`config.mk`:
```
export PLATFORM = sky130hd
export DESIGN_NAME = fcts_sequencer
export DESIGN_NICKNAME = d
export VERILOG_FILES = /design/src/verilog/fcts_pkg.sv /design/src/verilog/fcts_clkdiv.sv /design/src/verilog/fcts_sequencer.sv
export SDC_FILE = /design/constraint.sdc
export NUM_CORES = 1
export LEC_CHECK = 0
export BUFFER_PORTS_ARGS = -buffer_cell sky130_fd_sc_hd__buf_4
export CELL_PAD_IN_SITES_DETAIL_PLACEMENT = 0
export CELL_PAD_IN_SITES_GLOBAL_PLACEMENT = 1
export CORE_UTILIZATION = 48
export CTS_CLUSTER_DIAMETER = 30
export DETAILED_ROUTE_END_ITERATION = 8
export PLACE_DENSITY_LB_ADDON = 0.1
export SLEW_MARGIN = 0
export SYNTH_ARGS = -nofsm -noshare
export SYNTH_HDL_FRONTEND = slang
export SYNTH_HIERARCHICAL = 1
export SYNTH_SLANG_ARGS = --single-unit
```
`constraint.sdc`:
```
create_clock -name CLK -period 4.7 [get_ports CLK]
set_input_delay 0 -clock CLK [delete_from_list [all_inputs] [get_ports CLK]]
set_output_delay 0 -clock CLK [all_outputs]
set_load 0.02 [all_outputs]
```
`src/verilog/fcts_pkg.sv`:
```
// Constants, command codes and state encodings for the flash command timing sequencer.
// Assumes a single bus clock domain; all counts are in bus or operating clock cycles.
package fcts_pkg;

   // ************************************************************
   // Widths
   // ************************************************************
   localparam int CMD_W   = 8;
   localparam int DIV_W   = 7;
   localparam int CNT_W   = 18;
   localparam int PHRASE_W = 16;

   // ************************************************************
   // Command codes
   // ************************************************************
   localparam logic [CMD_W-1:0] CMD_VERIFY_ALL    = 8'h01;
   localparam logic [CMD_W-1:0] CMD_VERIFY_BLOCK  = 8'h02;
   localparam logic [CMD_W-1:0] CMD_VERIFY_SECT   = 8'h03;
   localparam logic [CMD_W-1:0] CMD_READ_ONCE     = 8'h04;
   localparam logic [CMD_W-1:0] CMD_PROG_PHRASE   = 8'h06;
   localparam logic [CMD_W-1:0] CMD_PROG_ONCE     = 8'h07;
   localparam logic [CMD_W-1:0] CMD_ERASE_ALL     = 8'h08;
   localparam logic [CMD_W-1:0] CMD_ERASE_PBLOCK  = 8'h09;
   localparam logic [CMD_W-1:0] CMD_ERASE_SECTOR  = 8'h0a;
   localparam logic [CMD_W-1:0] CMD_UNSECURE      = 8'h0b;
   localparam logic [CMD_W-1:0] CMD_BACKDOOR_KEY  = 8'h0c;
   localparam logic [CMD_W-1:0] CMD_USER_MARGIN   = 8'h0d;
   localparam logic [CMD_W-1:0] CMD_FIELD_MARGIN  = 8'h0e;

   // ************************************************************
   // Cycle counts (bus cycles unless named _OP)
   // ************************************************************
   localparam int VERIFY_ALL_TOTAL    = 35500;
   localparam int VERIFY_PBLOCK_TOTAL = 33500;
   localparam int VERIFY_DBLOCK_TOTAL = 2800;
   localparam int VERIFY_SETUP        = 500;
   localparam int SECT_SETUP          = 450;
   localparam int READ_ONCE_BUS       = 400;
   localparam int PROG_PHRASE_OP      = 164;
   localparam int PROG_PHRASE_BUS     = 2500;
   localparam int PROG_ONCE_OP        = 164;
   localparam int PROG_ONCE_BUS       = 2150;
   localparam int MASS_ERASE_OP       = 100100;
   localparam int ERASE_ALL_BUS       = 70000;
   localparam int ERASE_PBLOCK_BUS    = 67000;
   localparam int SECTOR_ERASE_OP     = 20020;
   localparam int SECTOR_ERASE_BUS    = 1400;
   localparam int UNSECURE_BUS        = 70000;
   localparam int BACKDOOR_BUS        = 400;
   localparam int MARGIN_BUS          = 350;

   // ************************************************************
   // Reset values
   // ************************************************************
   localparam logic [DIV_W-1:0] DIV_CNT_RESET = 7'h00;
   localparam logic [CNT_W-1:0] CNT_RESET     = 18'h00000;

   // ************************************************************
   // State machine
   // ************************************************************
   typedef enum logic [2:0] {
      ST_IDLE  = 3'b000,
      ST_OP    = 3'b001,
      ST_BUS   = 3'b010,
      ST_SETUP = 3'b011,
      ST_SCAN  = 3'b100
   } fcts_state_type;

endpackage

```
`src/verilog/fcts_clkdiv.sv`:
```
// Operating clock tick generator: one CLK-wide tick every (divider + 1) bus cycles.
// Assumes the divider value is static while a command runs.
`timescale 1ns/1ns
module fcts_clkdiv (
   input  wire logic                       CLK,
   input  wire logic                       NRST,
   input  wire logic [fcts_pkg::DIV_W-1:0] DIVIDER,
   output logic                            TICK
);
   import fcts_pkg::*;

   typedef struct packed {
      logic [DIV_W-1:0] count;
      logic             tick;
   } fcts_div_type;

   fcts_div_type r;
   fcts_div_type next_r;

   // divide bus clock
   // The band of the resulting frequency is not checked here; software owns that.
   always_comb begin
      next_r = r;
      next_r.tick = 1'b0;
      if (r.count >= DIVIDER) begin
         next_r.count = DIV_CNT_RESET;
         next_r.tick  = 1'b1;
      end else begin
         next_r.count = r.count + 7'h01;
      end
   end

   always_ff @(posedge CLK) begin
      if (!NRST) begin
         r <= '0;
      end else begin
         r <= next_r;
      end
   end

   assign TICK = r.tick;

endmodule

```
`src/verilog/fcts_sequencer.sv`:
```
// Flash command timing sequencer: runs each flash command for its documented
// number of operating-clock and bus-clock cycles and reports busy and done.
// Assumes CMD_LAUNCH, FLASH_COMMAND_CODE and NON_BLANK come from logic on CLK.
//
// Overview of operation
// - Operating clock divided from bus clock
// - No frequency check, never block commands
// - 0x01 blank-checks all, stops on nonblank
// - 0x02 blank-checks one program or data block
// - 0x03 section verify, 450 plus phrases
// - 0x04 read once within 400 cycles
// - 0x06 phrase program, 164 op plus 2500
// - 0x07 program once, 164 op plus 2150
// - 0x08 erase all, 100100 op plus 70000
// - 0x09 erase program block, plus 67000
// - 0x0A sector erase, 20020 op plus 1400
// - 0x0B erase all then unsecure
// - 0x0C backdoor key check within 400
// - 0x0D user margin within 350 cycles
// - 0x0E field margin within 350 cycles
`timescale 1ns/1ns
module fcts_sequencer #(
   parameter int P_VERIFY_ALL_TOTAL    = fcts_pkg::VERIFY_ALL_TOTAL,
   parameter int P_VERIFY_PBLOCK_TOTAL = fcts_pkg::VERIFY_PBLOCK_TOTAL,
   parameter int P_MASS_ERASE_OP       = fcts_pkg::MASS_ERASE_OP,
   parameter int P_ERASE_ALL_BUS       = fcts_pkg::ERASE_ALL_BUS,
   parameter int P_ERASE_PBLOCK_BUS    = fcts_pkg::ERASE_PBLOCK_BUS,
   parameter int P_SECTOR_ERASE_OP     = fcts_pkg::SECTOR_ERASE_OP,
   parameter int P_UNSECURE_BUS        = fcts_pkg::UNSECURE_BUS
) (
   input  wire logic                          CLK,
   input  wire logic                          NRST,
   input  wire logic                          CMD_LAUNCH,
   input  wire logic [fcts_pkg::CMD_W-1:0]    FLASH_COMMAND_CODE,
   input  wire logic [fcts_pkg::DIV_W-1:0]    NVM_CLOCK_DIVIDER,
   input  wire logic                          DATA_BLOCK_SEL,
   input  wire logic [fcts_pkg::PHRASE_W-1:0] PHRASE_COUNT,
   input  wire logic                          NON_BLANK,
   input  wire logic                          DONE_CLEAR,
   output logic                               BUSY,
   output logic                               CMD_DONE,
   output logic                               VERIFY_FAIL,
   output logic                               CMD_ILLEGAL
);
   import fcts_pkg::*;

   // ************************************************************
   // State
   // ************************************************************
   typedef struct packed {
      fcts_state_type   state;
      logic [CNT_W-1:0] op_left;
      logic [CNT_W-1:0] bus_left;
      logic [CNT_W-1:0] scan_left;
      logic             busy;
      logic             done;
      logic             fail;
      logic             illegal;
   } fcts_seq_type;

   fcts_seq_type r;
   fcts_seq_type next_r;
   logic         op_tick;

   fcts_clkdiv u_clkdiv (
      .CLK     (CLK),
      .NRST    (NRST),
      .DIVIDER (NVM_CLOCK_DIVIDER),
      .TICK    (op_tick)
   );

   // ************************************************************
   // Sequencing
   // ************************************************************
   // Bus counts are loaded as the number of cycles spent in ST_BUS, so a
   // command with only a bus part is busy for exactly that many cycles.
   always_comb begin
      next_r = r;
      // Clearing loses to a completion in the same cycle.
      if (DONE_CLEAR) begin
         next_r.done    = 1'b0;
         next_r.fail    = 1'b0;
         next_r.illegal = 1'b0;
      end
      unique case (r.state)
         ST_IDLE: begin
            // A launch while busy cannot reach here; it is ignored by design.
            if (CMD_LAUNCH) begin
               next_r.busy      = 1'b1;
               next_r.done      = 1'b0;
               next_r.fail      = 1'b0;
               next_r.illegal   = 1'b0;
               next_r.op_left   = CNT_RESET;
               next_r.bus_left  = CNT_RESET;
               next_r.scan_left = CNT_RESET;
               next_r.state     = ST_BUS;
               case (FLASH_COMMAND_CODE)
                  CMD_VERIFY_ALL: begin
                     next_r.bus_left  = CNT_W'(VERIFY_SETUP);
                     next_r.scan_left = CNT_W'(P_VERIFY_ALL_TOTAL - VERIFY_SETUP);
                     next_r.state     = ST_SETUP;
                  end
                  CMD_VERIFY_BLOCK: begin
                     next_r.bus_left  = CNT_W'(VERIFY_SETUP);
                     next_r.scan_left = DATA_BLOCK_SEL ?
                                        CNT_W'(VERIFY_DBLOCK_TOTAL - VERIFY_SETUP) :
                                        CNT_W'(P_VERIFY_PBLOCK_TOTAL - VERIFY_SETUP);
                     next_r.state     = ST_SETUP;
                  end
                  CMD_VERIFY_SECT: begin
                     next_r.bus_left  = CNT_W'(SECT_SETUP);
                     next_r.scan_left = CNT_W'(PHRASE_COUNT);
                     next_r.state     = ST_SETUP;
                  end
                  CMD_READ_ONCE: next_r.bus_left = CNT_W'(READ_ONCE_BUS);
                  CMD_PROG_PHRASE: begin
                     next_r.op_left  = CNT_W'(PROG_PHRASE_OP);
                     next_r.bus_left = CNT_W'(PROG_PHRASE_BUS);
                     next_r.state    = ST_OP;
                  end
                  CMD_PROG_ONCE: begin
                     next_r.op_left  = CNT_W'(PROG_ONCE_OP);
                     next_r.bus_left = CNT_W'(PROG_ONCE_BUS);
                     next_r.state    = ST_OP;
                  end
                  CMD_ERASE_ALL: begin
                     next_r.op_left  = CNT_W'(P_MASS_ERASE_OP);
                     next_r.bus_left = CNT_W'(P_ERASE_ALL_BUS);
                     next_r.state    = ST_OP;
                  end
                  CMD_ERASE_PBLOCK: begin
                     next_r.op_left  = CNT_W'(P_MASS_ERASE_OP);
                     next_r.bus_left = CNT_W'(P_ERASE_PBLOCK_BUS);
                     next_r.state    = ST_OP;
                  end
                  CMD_ERASE_SECTOR: begin
                     next_r.op_left  = CNT_W'(P_SECTOR_ERASE_OP);
                     next_r.bus_left = CNT_W'(SECTOR_ERASE_BUS);
                     next_r.state    = ST_OP;
                  end
                  CMD_UNSECURE: begin
                     next_r.op_left  = CNT_W'(P_MASS_ERASE_OP);
                     next_r.bus_left = CNT_W'(P_UNSECURE_BUS);
                     next_r.state    = ST_OP;
                  end
                  CMD_BACKDOOR_KEY: next_r.bus_left = CNT_W'(BACKDOOR_BUS);
                  CMD_USER_MARGIN: next_r.bus_left = CNT_W'(MARGIN_BUS);
                  CMD_FIELD_MARGIN: next_r.bus_left = CNT_W'(MARGIN_BUS);
                  default: begin
                     // Unknown codes finish at once with the illegal flag.
                     next_r.busy    = 1'b0;
                     next_r.done    = 1'b1;
                     next_r.illegal = 1'b1;
                     next_r.state   = ST_IDLE;
                  end
               endcase
            end
         end
         ST_OP: begin
            // Operating-clock part; its real length follows the divider setting.
            if (op_tick) begin
               next_r.op_left = r.op_left - 18'h00001;
               if (r.op_left <= 18'h00001) begin
                  next_r.state = ST_BUS;
               end
            end
         end
         ST_BUS: begin
            next_r.bus_left = r.bus_left - 18'h00001;
            if (r.bus_left <= 18'h00001) begin
               next_r.busy  = 1'b0;
               next_r.done  = 1'b1;
               next_r.state = ST_IDLE;
            end
         end
         ST_SETUP: begin
            next_r.bus_left = r.bus_left - 18'h00001;
            if (r.bus_left <= 18'h00001) begin
               if (r.scan_left == CNT_RESET) begin
                  next_r.busy  = 1'b0;
                  next_r.done  = 1'b1;
                  next_r.state = ST_IDLE;
               end else begin
                  next_r.state = ST_SCAN;
               end
            end
         end
         ST_SCAN: begin
            // stop at first nonblank
            // One phrase per bus cycle; a non-blank phrase ends the scan early.
            next_r.scan_left = r.scan_left - 18'h00001;
            if (NON_BLANK || r.scan_left <= 18'h00001) begin
               next_r.fail  = NON_BLANK;
               next_r.busy  = 1'b0;
               next_r.done  = 1'b1;
               next_r.state = ST_IDLE;
            end
         end
         default: begin
            next_r.busy  = 1'b0;
            next_r.state = ST_IDLE;
         end
      endcase
   end

   always_ff @(posedge CLK) begin
      if (!NRST) begin
         r <= '{state: ST_IDLE, op_left: CNT_RESET, bus_left: CNT_RESET,
                scan_left: CNT_RESET, busy: 1'b0, done: 1'b0, fail: 1'b0,
                illegal: 1'b0};
      end else begin
         r <= next_r;
      end
   end

   assign BUSY        = r.busy;
   assign CMD_DONE    = r.done;
   assign VERIFY_FAIL = r.fail;
   assign CMD_ILLEGAL = r.illegal;

endmodule

```
Word-level counts from Yosys, hierarchy flattened --
Index checks and enable logic that the tools add are counted. Widths: inputs -> output; s select.
Storage, ports and cells: logic and storage cells 95, flip-flop bits (word level) 69
Cells by class: multiplexer cells 28, bitwise logic cells 2, reductions and logical operators 23, equal/unequal tests 24, order comparisons 4, add/sub/neg operators 4
Operators by type and width (count):
- $pmux 17 s9 | 1
- $pmux 18 s2 | 3
- $mux 61 | 1
- $eq 8x4->1 const B | 7
- $le 18x1->1 const B | 3
- $sub 18x1->18 const B | 3
- $pmux 17 s3 | 1
- $pmux 16 s3 | 1
- $eq 8x3->1 const B | 3
- $mux 21 | 1
- $mux 3 | 7
- $logic_not 18->1 | 1
- $eq 8x2->1 const B | 2
- $mux 16 | 1
- $pmux 3 s5 | 1
- $reduce_or 2->1 | 7
- $reduce_or 13->1 | 1
- $ne 2x2->1 const B | 6
- $reduce_and 6->1 | 2
- $eq 8x1->1 const B | 1
- $mux 2 | 4
- $add 7x1->7 const B | 1
- $ge 7x7->1 | 1
- $eq 3x2->1 const B | 2
- other kinds (17) | 24

Longest topological paths before layout --
Gate-level depths: netlist of run 1.
depth in word-level cells 5, mapped depth 8, depth with buffers taken out 8

By module --
Netlist of run 1, hierarchy kept.
By module, submodules not included:
- fcts_sequencer | times used 1, cells each 534, seq. area each 1221.2 um2, area an instance 3948.8 um2
- fcts_clkdiv | times used 1, cells each 53, seq. area each 160.2 um2, area an instance 474.2 um2

Least setup slack after synthesis of run 1 --
Ideal clock, no wire load.
kind register to register, from register, netlist name r[26], to register, netlist name r[34], data required time 4578 ps, arrival time 1912 ps, cell stages (with the launch flop) 7, path buffers 1, setup slack 2667 ps, path through dfxtp_1 > or4_4 > or3_1 > buf_2 > o41a_1 > o22ai_1 > a21boi_1

==> summary.md, run 1 <==
## Placement
* **IO Port Bufs** 40
* **post-place instance area** 4752 um^2
* **placed wire-length estimate after detailed placement** 8.165 mm
* **placer's final routability congestion estimate** 0.8526
* **number of cells after detailed placement** 706

## Outcome
* **outcome** finished, violations left
* **violations in the final reports** DRC

## Logic synthesis
* **async set or reset register ratio after synthesis** 0%
* **Mapped Cells** 587
* **post-synthesis share of cell area spent on full adders, half adders and majority gates** 4.470%
* **post-synthesis sequential area ratio** 31.23%
* **top_reg_cell synth** dfxtp_1
* **number of flops mapped to enable cells by yosys** 0
* **Post-Synth XOR/XNOR Area** 3.960%
* **fraction of the mapped netlist area in compound gates** 27.16%
* **mean post-synth cell area** 7.535 um^2
* **yosys warns** 6
* **simple-gate share of the synthesized area** 26.90%
* **share of synthesized area spent on multiplexers** 0.7355%
* **flop and latch count out of synthesis** 69
* **top cell type's share of synthesized area** 31.23%
* **synthesized cell area** 4423 um^2
* **cell types occupying the most area after synthesis** dfxtp_1 31%, a21oi_1 5.9%, nor2_1 5.6%
* **post-synth cell types** 68
* **combinational family with the most area after synthesis** compound AO/OA/AOI/OAI gates
* **syn_nets** 639
* **largest area contributor in the netlist** dfxtp_1

## Timing
* **highest achievable clock rate** 386.7 MHz
* **worst max-slew margin expressed relative to the limit** 31.12%
* **worst-margin pin slew** 1.025 ns
* **ratio of final minimum period to clock period** 55.02%
* **count of final max-slew check failures** 0
* **number of hold violations in the final report** 0
* **setup repair after global routing missed its margin** no
* **minimum period implied by the final worst setup slack** 2.586 ns
* **sum of negative setup slack** 0 ns
* **setup-violating endpoint count in the final report** 0
* **Post-Route Skew** 0.01515 ns

## Finish
* **growth of design area from synthesis to finish** 14.48%
* **number of antenna repair diodes** 0
* **final design area excluding fillers** 5064 um^2
* **ratio of cells with drive above 1 in the final layout** 14.08%
* **final layout net count** 672
* **post-route non-filler standard cell count** 733

## Clock network
* **TritonCTS clock tree** done
* **post-CTS resize count** 0
* **TritonCTS Sinks** 69
* **insertion delay of the later-clocked pin in the worst-skew pair** 0.35 ns
* **CTS Buf Count** 9
* **H-Tree Level Count** 3
* **Setup Buffers After CTS** 0
* **clock slew seen by the registers of the worst setup and hold paths** 0.08 ns
* **Root Buffer** clkbuf_8
* **maximum buffer depth of the clock tree** 2
* **hold-fix buffers at CTS** 11

## Setup path
* **Worst Setup Path Type** register to register
* **Critical Path, Cell by Cell** nand2b_1 -> or3_1 -> nand2_1 -> nand2_1 -> a311oi_1 -> o31a_1
* **critical path required time** 4.93 ns
* **arrival time of the worst setup path** 2.82 ns
* **cell count of the worst reg-to-reg path** 6
* **reg-to-reg critical path startpoint** r[59]
* **delay of the slowest cell on the worst path** 0.60 ns
* **cell class contributing the biggest share of worst-path delay** simple AND/OR/NAND/NOR gates
* **most repeated library cell on the critical path** nand2_1
* **setup slack on the worst flop-to-flop path** 2.11 ns
* **maximum net fanout on the critical path** 17
* **master of the slowest instance on the critical path** dfxtp_1
* **Startpoint Class** register
* **sum of buffers and inverters on the critical path** 0
* **Critical R2R Capture** r[15]
* **kind of end point of the critical path** register

## Floorplanning
* **area enclosed by the die boundary** 9602 um^2
* **core region area** 8806 um^2
* **Die X** 97.99 um
* **effective utilization at floorplan** 50.23%
* **Top-Level Pins** 41
* **Cell Rows** 34
* **overall die height** 97.99 um

## Routing
* **drt pass-1 iters** 7
* **Routed wire per std cell** 15.95 um
* **DRC violation count after routing** 4
* **Vias per Instance** 6.022
* **total length of routed wires** 11.69 mm
* **vias after detailed routing** 4,414
* **number of antenna-violating nets in the routed design** 0
* **number of violations reported at the end of detailed-routing iteration 0** 226

## Power
* **combinational group share of total power** 26.8%
* **peak supply drop** 0.1656 mV
* **power per cell area** 315.0 nW/um^2
* **Internal** 1.059 mW
* **reported net switching power** 0.5356 mW
* **proportion of power drawn by flip-flops and latches** 41.9%
* **fraction of power spent switching nets** 33.58%
* **Leak** 1.993 nW
* **Clk pwr share** 31.3%

## Worst hold path
* **worst hold path stage count** 3
* **min-delay worst type** primary input to register
* **startpoint of the lowest-slack hold path** PHRASE_COUNT[12]
* **end point of the most critical hold path** r[16]

## Global routing
* **all-layer global routing usage** 25.28%
* **vias in the first global route** 4,119
* **number of antenna violations at the first check in global routing** 0
* **overflow left after global routing** 0
* **pin count of the biggest net entering global routing** 57
* **global-route wire length before repair** 19.84 mm

## Flow run
* **count of max-cap constraint violations** 0

layout make-up:
| class | instances | area, um^2 |
|---|---|---|
| multi-input combinational | 455 | 2796 |
| tap | 108 | 135.1 |
| clock inverter | 5 | 60.06 |
| timing repair buffer | 54 | 432.9 |
| clock buffer | 11 | 141.4 |
| inverter | 31 | 116.4 |
| sequential | 69 | 1381 |
| fill | 843 | 3742 |
routing by layer:
| layer | track usage (%) | vias to the layer above | routed length [um] |
|---|---|---|---|
| met5 | 0 | - | 0 |
| met4 | 6.294 | 0 | 116 |
| met3 | 5.369 | 11 | 545 |
| met2 | 41.82 | 116 | 5432 |
| met1 | 33.50 | 2063 | 5599 |
| li1 | - | 2224 | - |
how the worst max path moves through the flow:
stage | startpoint | endpoint | slack [ns] | cells past startpoint
3_5_place_dp | r[59] | r[15] | 2.17 | 6
5_1_grt | r[58] | r[56] | 1.95 | 6
4_1_cts | r[59] | r[15] | 2.14 | 6
2_1_floorplan | r[26] | r[34] | 2.67 | 6
3_3_place_gp | r[60] | r[4] | 2.24 | 6
6_report | r[59] | r[15] | 2.11 | 6
cell usage in the layout, fill, tap and decap left out, drive strengths merged, types with 15 or more instances in the layout:
cell / instances
buf: 43
nand3: 19
ha: 15
nor2: 66
a21oi: 54
dfxtp: 69
a31oi: 16
nor4: 19
inv: 31
nand2: 36
o21ai: 47
nor3: 24
power by group through the flow:
stage | Sequential [mW] | Combinational, mW | Clock (mW)
2_1_floorplan | 0.669 | 0.315 | 0
5_1_grt | 0.675 | 0.479 | 0.542
6_report | 0.668 | 0.428 | 0.499
3_5_place_dp | 0.681 | 0.413 | 0
4_1_cts | 0.667 | 0.424 | 0.508
3_3_place_gp | 0.680 | 0.410 | 0
worst register-to-register path, cell delays in order, from the launching register on:
cell,delay (ns)
dfxtp_1,0.60
nand2b_1,0.25
or3_1,0.59
nand2_1,0.45
nand2_1,0.21
a311oi_1,0.07
o31a_1,0.31
state kept, by name, summed over array words and instances, names as in the netlist:
name and cells:
BUSY 1, u_clkdiv/r 7, u_clkdiv/TICK 1, CMD_ILLEGAL 1, r 57, VERIFY_FAIL 1
CMD_DONE 1
kinds of logic after synthesis:
family / count (synthesis)
xor+xnor: 20
simple gates: 231
flops: 69
fa+ha+maj: 16
compound gates: 185
buf+inv: 63
mux: 3
cell usage after synthesis (4+ instances only):
master	n
nor4_1	17
o31ai_1	4
o211ai_1	4
and2_1	7
nor2_1	66
and3_1	4
or4_1	4
xnor2_1	10
o31a_1	4
a32oi_1	4
a41oi_1	5
clkbuf_1	23
buf_2	6
xor2_1	10
nor2b_1	10
ha_1	15
o221a_2	8
o22ai_1	4
a31oi_1	16
o21ai_0	46
or3_1	10
nand3_1	19
nand2b_1	9
a21boi_0	5
dfxtp_1	69
a21oi_1	52
inv_1	31
nand2_1	36
nor3_1	23
nand4_1	5
o21a_1	4
per-stage QoR:
stage | util (%) | setup WS [ns] | total power [mW] | hold slack (ns)
6_report | 57.50 | 2.114 | 1.595 | 0.02992
3_5_place_dp | 53.96 | 2.165 | 1.094 | 0.2559
3_3_place_gp | 53.96 | 2.238 | 1.090 | 0.2537
4_1_cts | 57.50 | 2.142 | 1.600 | 0.005654
5_1_grt | 57.50 | 1.953 | 1.695 | 0.009842
2_1_floorplan | - | 2.667 | 0.9834 | 0.1282
Power figures use the tool's default switching activity.
==> run 2: changes to the inputs <==
ABC_AREA = 1   (was unset)
CORE_UTILIZATION = 43   (was 48)
clock period = 2.7 ns   (was 4.7 ns; I/O delays follow)
==> summary.md, run 2 <==
## Outcome
* **outcome** finished clean

## Finish
* **area occupied by registers** 1381 um^2
* **ratio of cells with drive above 1 in the final layout** 11.31%
* **most common cell after layout, fill and taps aside** nand2_1
* **share of the core filled with cells** 52.29%
* **largest registers ranked by flip-flop count** r: 57 flops, u_clkdiv/r: 7 flops
* **final design area excluding fillers** 5446 um^2
* **final layout net count** 843
* **number of antenna repair diodes** 0
* **growth of design area from synthesis to finish** 16.48%
* **commonest cells after routing, fill and taps aside** 141 x nand2_1, 109 x nor2_1, 106 x inv_1, 69 x dfxtp_1
* **area used by multi-input combinational logic** 2774 um^2
* **post-route non-filler standard cell count** 932
* **count of filler cells inserted in the layout** 1,062
* **flip-flop count of the largest register after layout** 57
* **Top reg by flops** r

## Timing
* **highest achievable clock rate** 415.6 MHz
* **worst-margin pin slew** 0.5896 ns
* **hold slack** 0.01418 ns
* **count of final max-slew check failures** 0
* **number of hold violations in the final report** 0
* **ratio of final minimum period to clock period** 89.13%
* **worst max-slew margin expressed relative to the limit** 60.55%
* **minimum period implied by the final worst setup slack** 2.406 ns
* **setup-violating endpoint count in the final report** 0
* **Post-Route Skew** 0.01008 ns
* **sum of negative setup slack** 0 ns
* **setup repair after global routing missed its margin** no

## Setup path
* **start point of the critical path** r[58]
* **arrival time of the worst setup path** 2.66 ns
* **Worst Setup Path Type** register to register
* **kind of end point of the critical path** register
* **Critical R2R Capture** VERIFY_FAIL
* **maximum net fanout on the critical path** 20
* **delay of the slowest cell on the worst path** 0.57 ns
* **master of the slowest instance on the critical path** dlygate4sd3_1
* **Startpoint Class** register
* **cell count of the worst reg-to-reg path** 9
* **Critical Path Sink** VERIFY_FAIL
* **reg-to-reg critical path startpoint** r[58]
* **setup slack on the worst flop-to-flop path** 0.29 ns
* **critical path required time** 2.96 ns
* **Critical Path, Cell by Cell** nor2_4 -> nand2_2 -> inv_2 -> nor2_4 -> inv_2 -> nand2_1 -> nand3b_1 -> a21oi_1 -> dlygate4sd3_1

## Logic synthesis
* **post-synth cell types** 45
* **yosys warns** 6
* **flop and latch count out of synthesis** 69
* **mean post-synth cell area** 6.353 um^2
* **Synth top cells by count** 141 x nand2_1, 109 x nor2_1, 106 x inv_1
* **async set or reset register ratio after synthesis** 0%
* **post-synthesis sequential area ratio** 29.54%
* **synthesized cell area** 4676 um^2
* **most numerous cell in the Yosys netlist** nand2_1
* **Mapped Cells** 736
* **number of flops mapped to enable cells by yosys** 0
* **syn_nets** 788
* **largest area contributor in the netlist** dfxtp_1
* **top_reg_cell synth** dfxtp_1
* **cell types occupying the most area after synthesis** dfxtp_1 30%, nand2_1 11%, nor2_1 8.8%
* **top cell type's share of synthesized area** 29.54%

## Floorplanning
* **core region area** 10,420 um^2
* **Die X** 106.3 um
* **Cell Rows** 37
* **Top-Level Pins** 41
* **effective utilization at floorplan** 44.89%
* **overall die height** 106.3 um
* **area enclosed by the die boundary** 11,290 um^2

## Clock network
* **clock slew seen by the registers of the worst setup and hold paths** 0.08 ns
* **maximum buffer depth of the clock tree** 2
* **TritonCTS Sinks** 69
* **H-Tree Level Count** 3
* **Setup Buffers After CTS** 0
* **CTS Buf Count** 9
* **TritonCTS clock tree** done
* **Root Buffer** clkbuf_8
* **insertion delay of the later-clocked pin in the worst-skew pair** 0.36 ns

## Global routing
* **vias in the first global route** 4,423
* **global-route wire length before repair** 20.67 mm
* **all-layer global routing usage** 23.09%
* **pin count of the biggest net entering global routing** 43
* **number of antenna violations at the first check in global routing** 0
* **overflow left after global routing** 0

## Routing
* **DRC violation count after routing** 0
* **Vias per Instance** 5.084
* **drt pass-1 iters** 5
* **number of violations reported at the end of detailed-routing iteration 0** 268
* **total length of routed wires** 12.42 mm
* **vias after detailed routing** 4,738
* **Routed wire per std cell** 13.33 um
* **number of antenna-violating nets in the routed design** 0

## Power
* **proportion of power drawn by flip-flops and latches** 30.5%
* **fraction of power spent switching nets** 47.31%
* **Clk pwr share** 17.5%
* **Leak** 2.595 nW
* **reported net switching power** 2.310 mW
* **power per cell area** 896.3 nW/um^2
* **Internal** 2.572 mW
* **combinational group share of total power** 52.0%
* **peak supply drop** 0.4206 mV

## Worst hold path
* **startpoint of the lowest-slack hold path** PHRASE_COUNT[4]
* **min-delay worst type** primary input to register

## Placement
* **post-place instance area** 5089 um^2
* **number of cells after detailed placement** 900
* **placer's final routability congestion estimate** 0.8356
* **IO Port Bufs** 40
* **placed wire-length estimate after detailed placement** 9.208 mm

## Flow run
* **count of max-cap constraint violations** 0

run 2: metrics by stage:
stage	total power, mW	setup WS [ns]
3_5_place_dp	4.014	0.7103
4_1_cts	4.908	0.1923
3_3_place_gp	3.992	0.7323
2_1_floorplan	3.427	1.150
6_report	4.882	0.2936
5_1_grt	5.370	0.1267
run 2: worst min path at each step:
stage,cells past startpoint,end
after floorplan,2,r[12]
after global placement,3,r[5]
after detailed placement,3,r[5]
after CTS,3,r[25]
after global routing,3,r[25]
final,5,r[8]
run 2: layout make-up:
class	instances	area share (%)
sequential	69	25.36
timing repair buffer	60	9.005
inverter	116	8.040
tap	136	3.124
multi-input combinational	535	50.93
clock inverter	4	0.8730
clock buffer	12	2.665
run 2: what timing repair did:
item                                    4_1_cts  5_1_grt
resized for setup                             0        1
hold buffers                                 16        0
endpoints found under the setup margin        0        1
hold endpoints to repair                     15        0
run 2: cells by family after synthesis:
logic type / synth area share, %
AND/OR/NAND/NOR: 34.60
AO/OA/AOI/OAI: 17.42
buffers and inverters: 11.24
flip-flops: 29.54
XOR/XNOR: 3.184
adder cells (fa/ha/maj): 4.014
run 2: power groups by stage:
stage	clock [mW]	sequential, mW	combinational (mW)
floorplan	0	1.47	1.96
CTS	0.884	1.49	2.54
global route	0.935	1.52	2.91
global placement	0	1.50	2.49
finish	0.855	1.49	2.54
detailed placement	0	1.51	2.51
run 2: critical path, delay by kind of cell (launching register included):
kind	cells	cell delay [ns]
AND/OR/NAND/NOR	5	0.73
buffers and inverters	3	1.13
flip-flops	1	0.38
AO/OA/AOI/OAI	1	0.06
run 2: routing by layer:
layer  share of wire [%]  global-route usage, %
met1                  47                  29.74
met2                  47                  37.71
met3                 4.1                  4.537
met4                 2.4                  9.226
met5                   0                      0
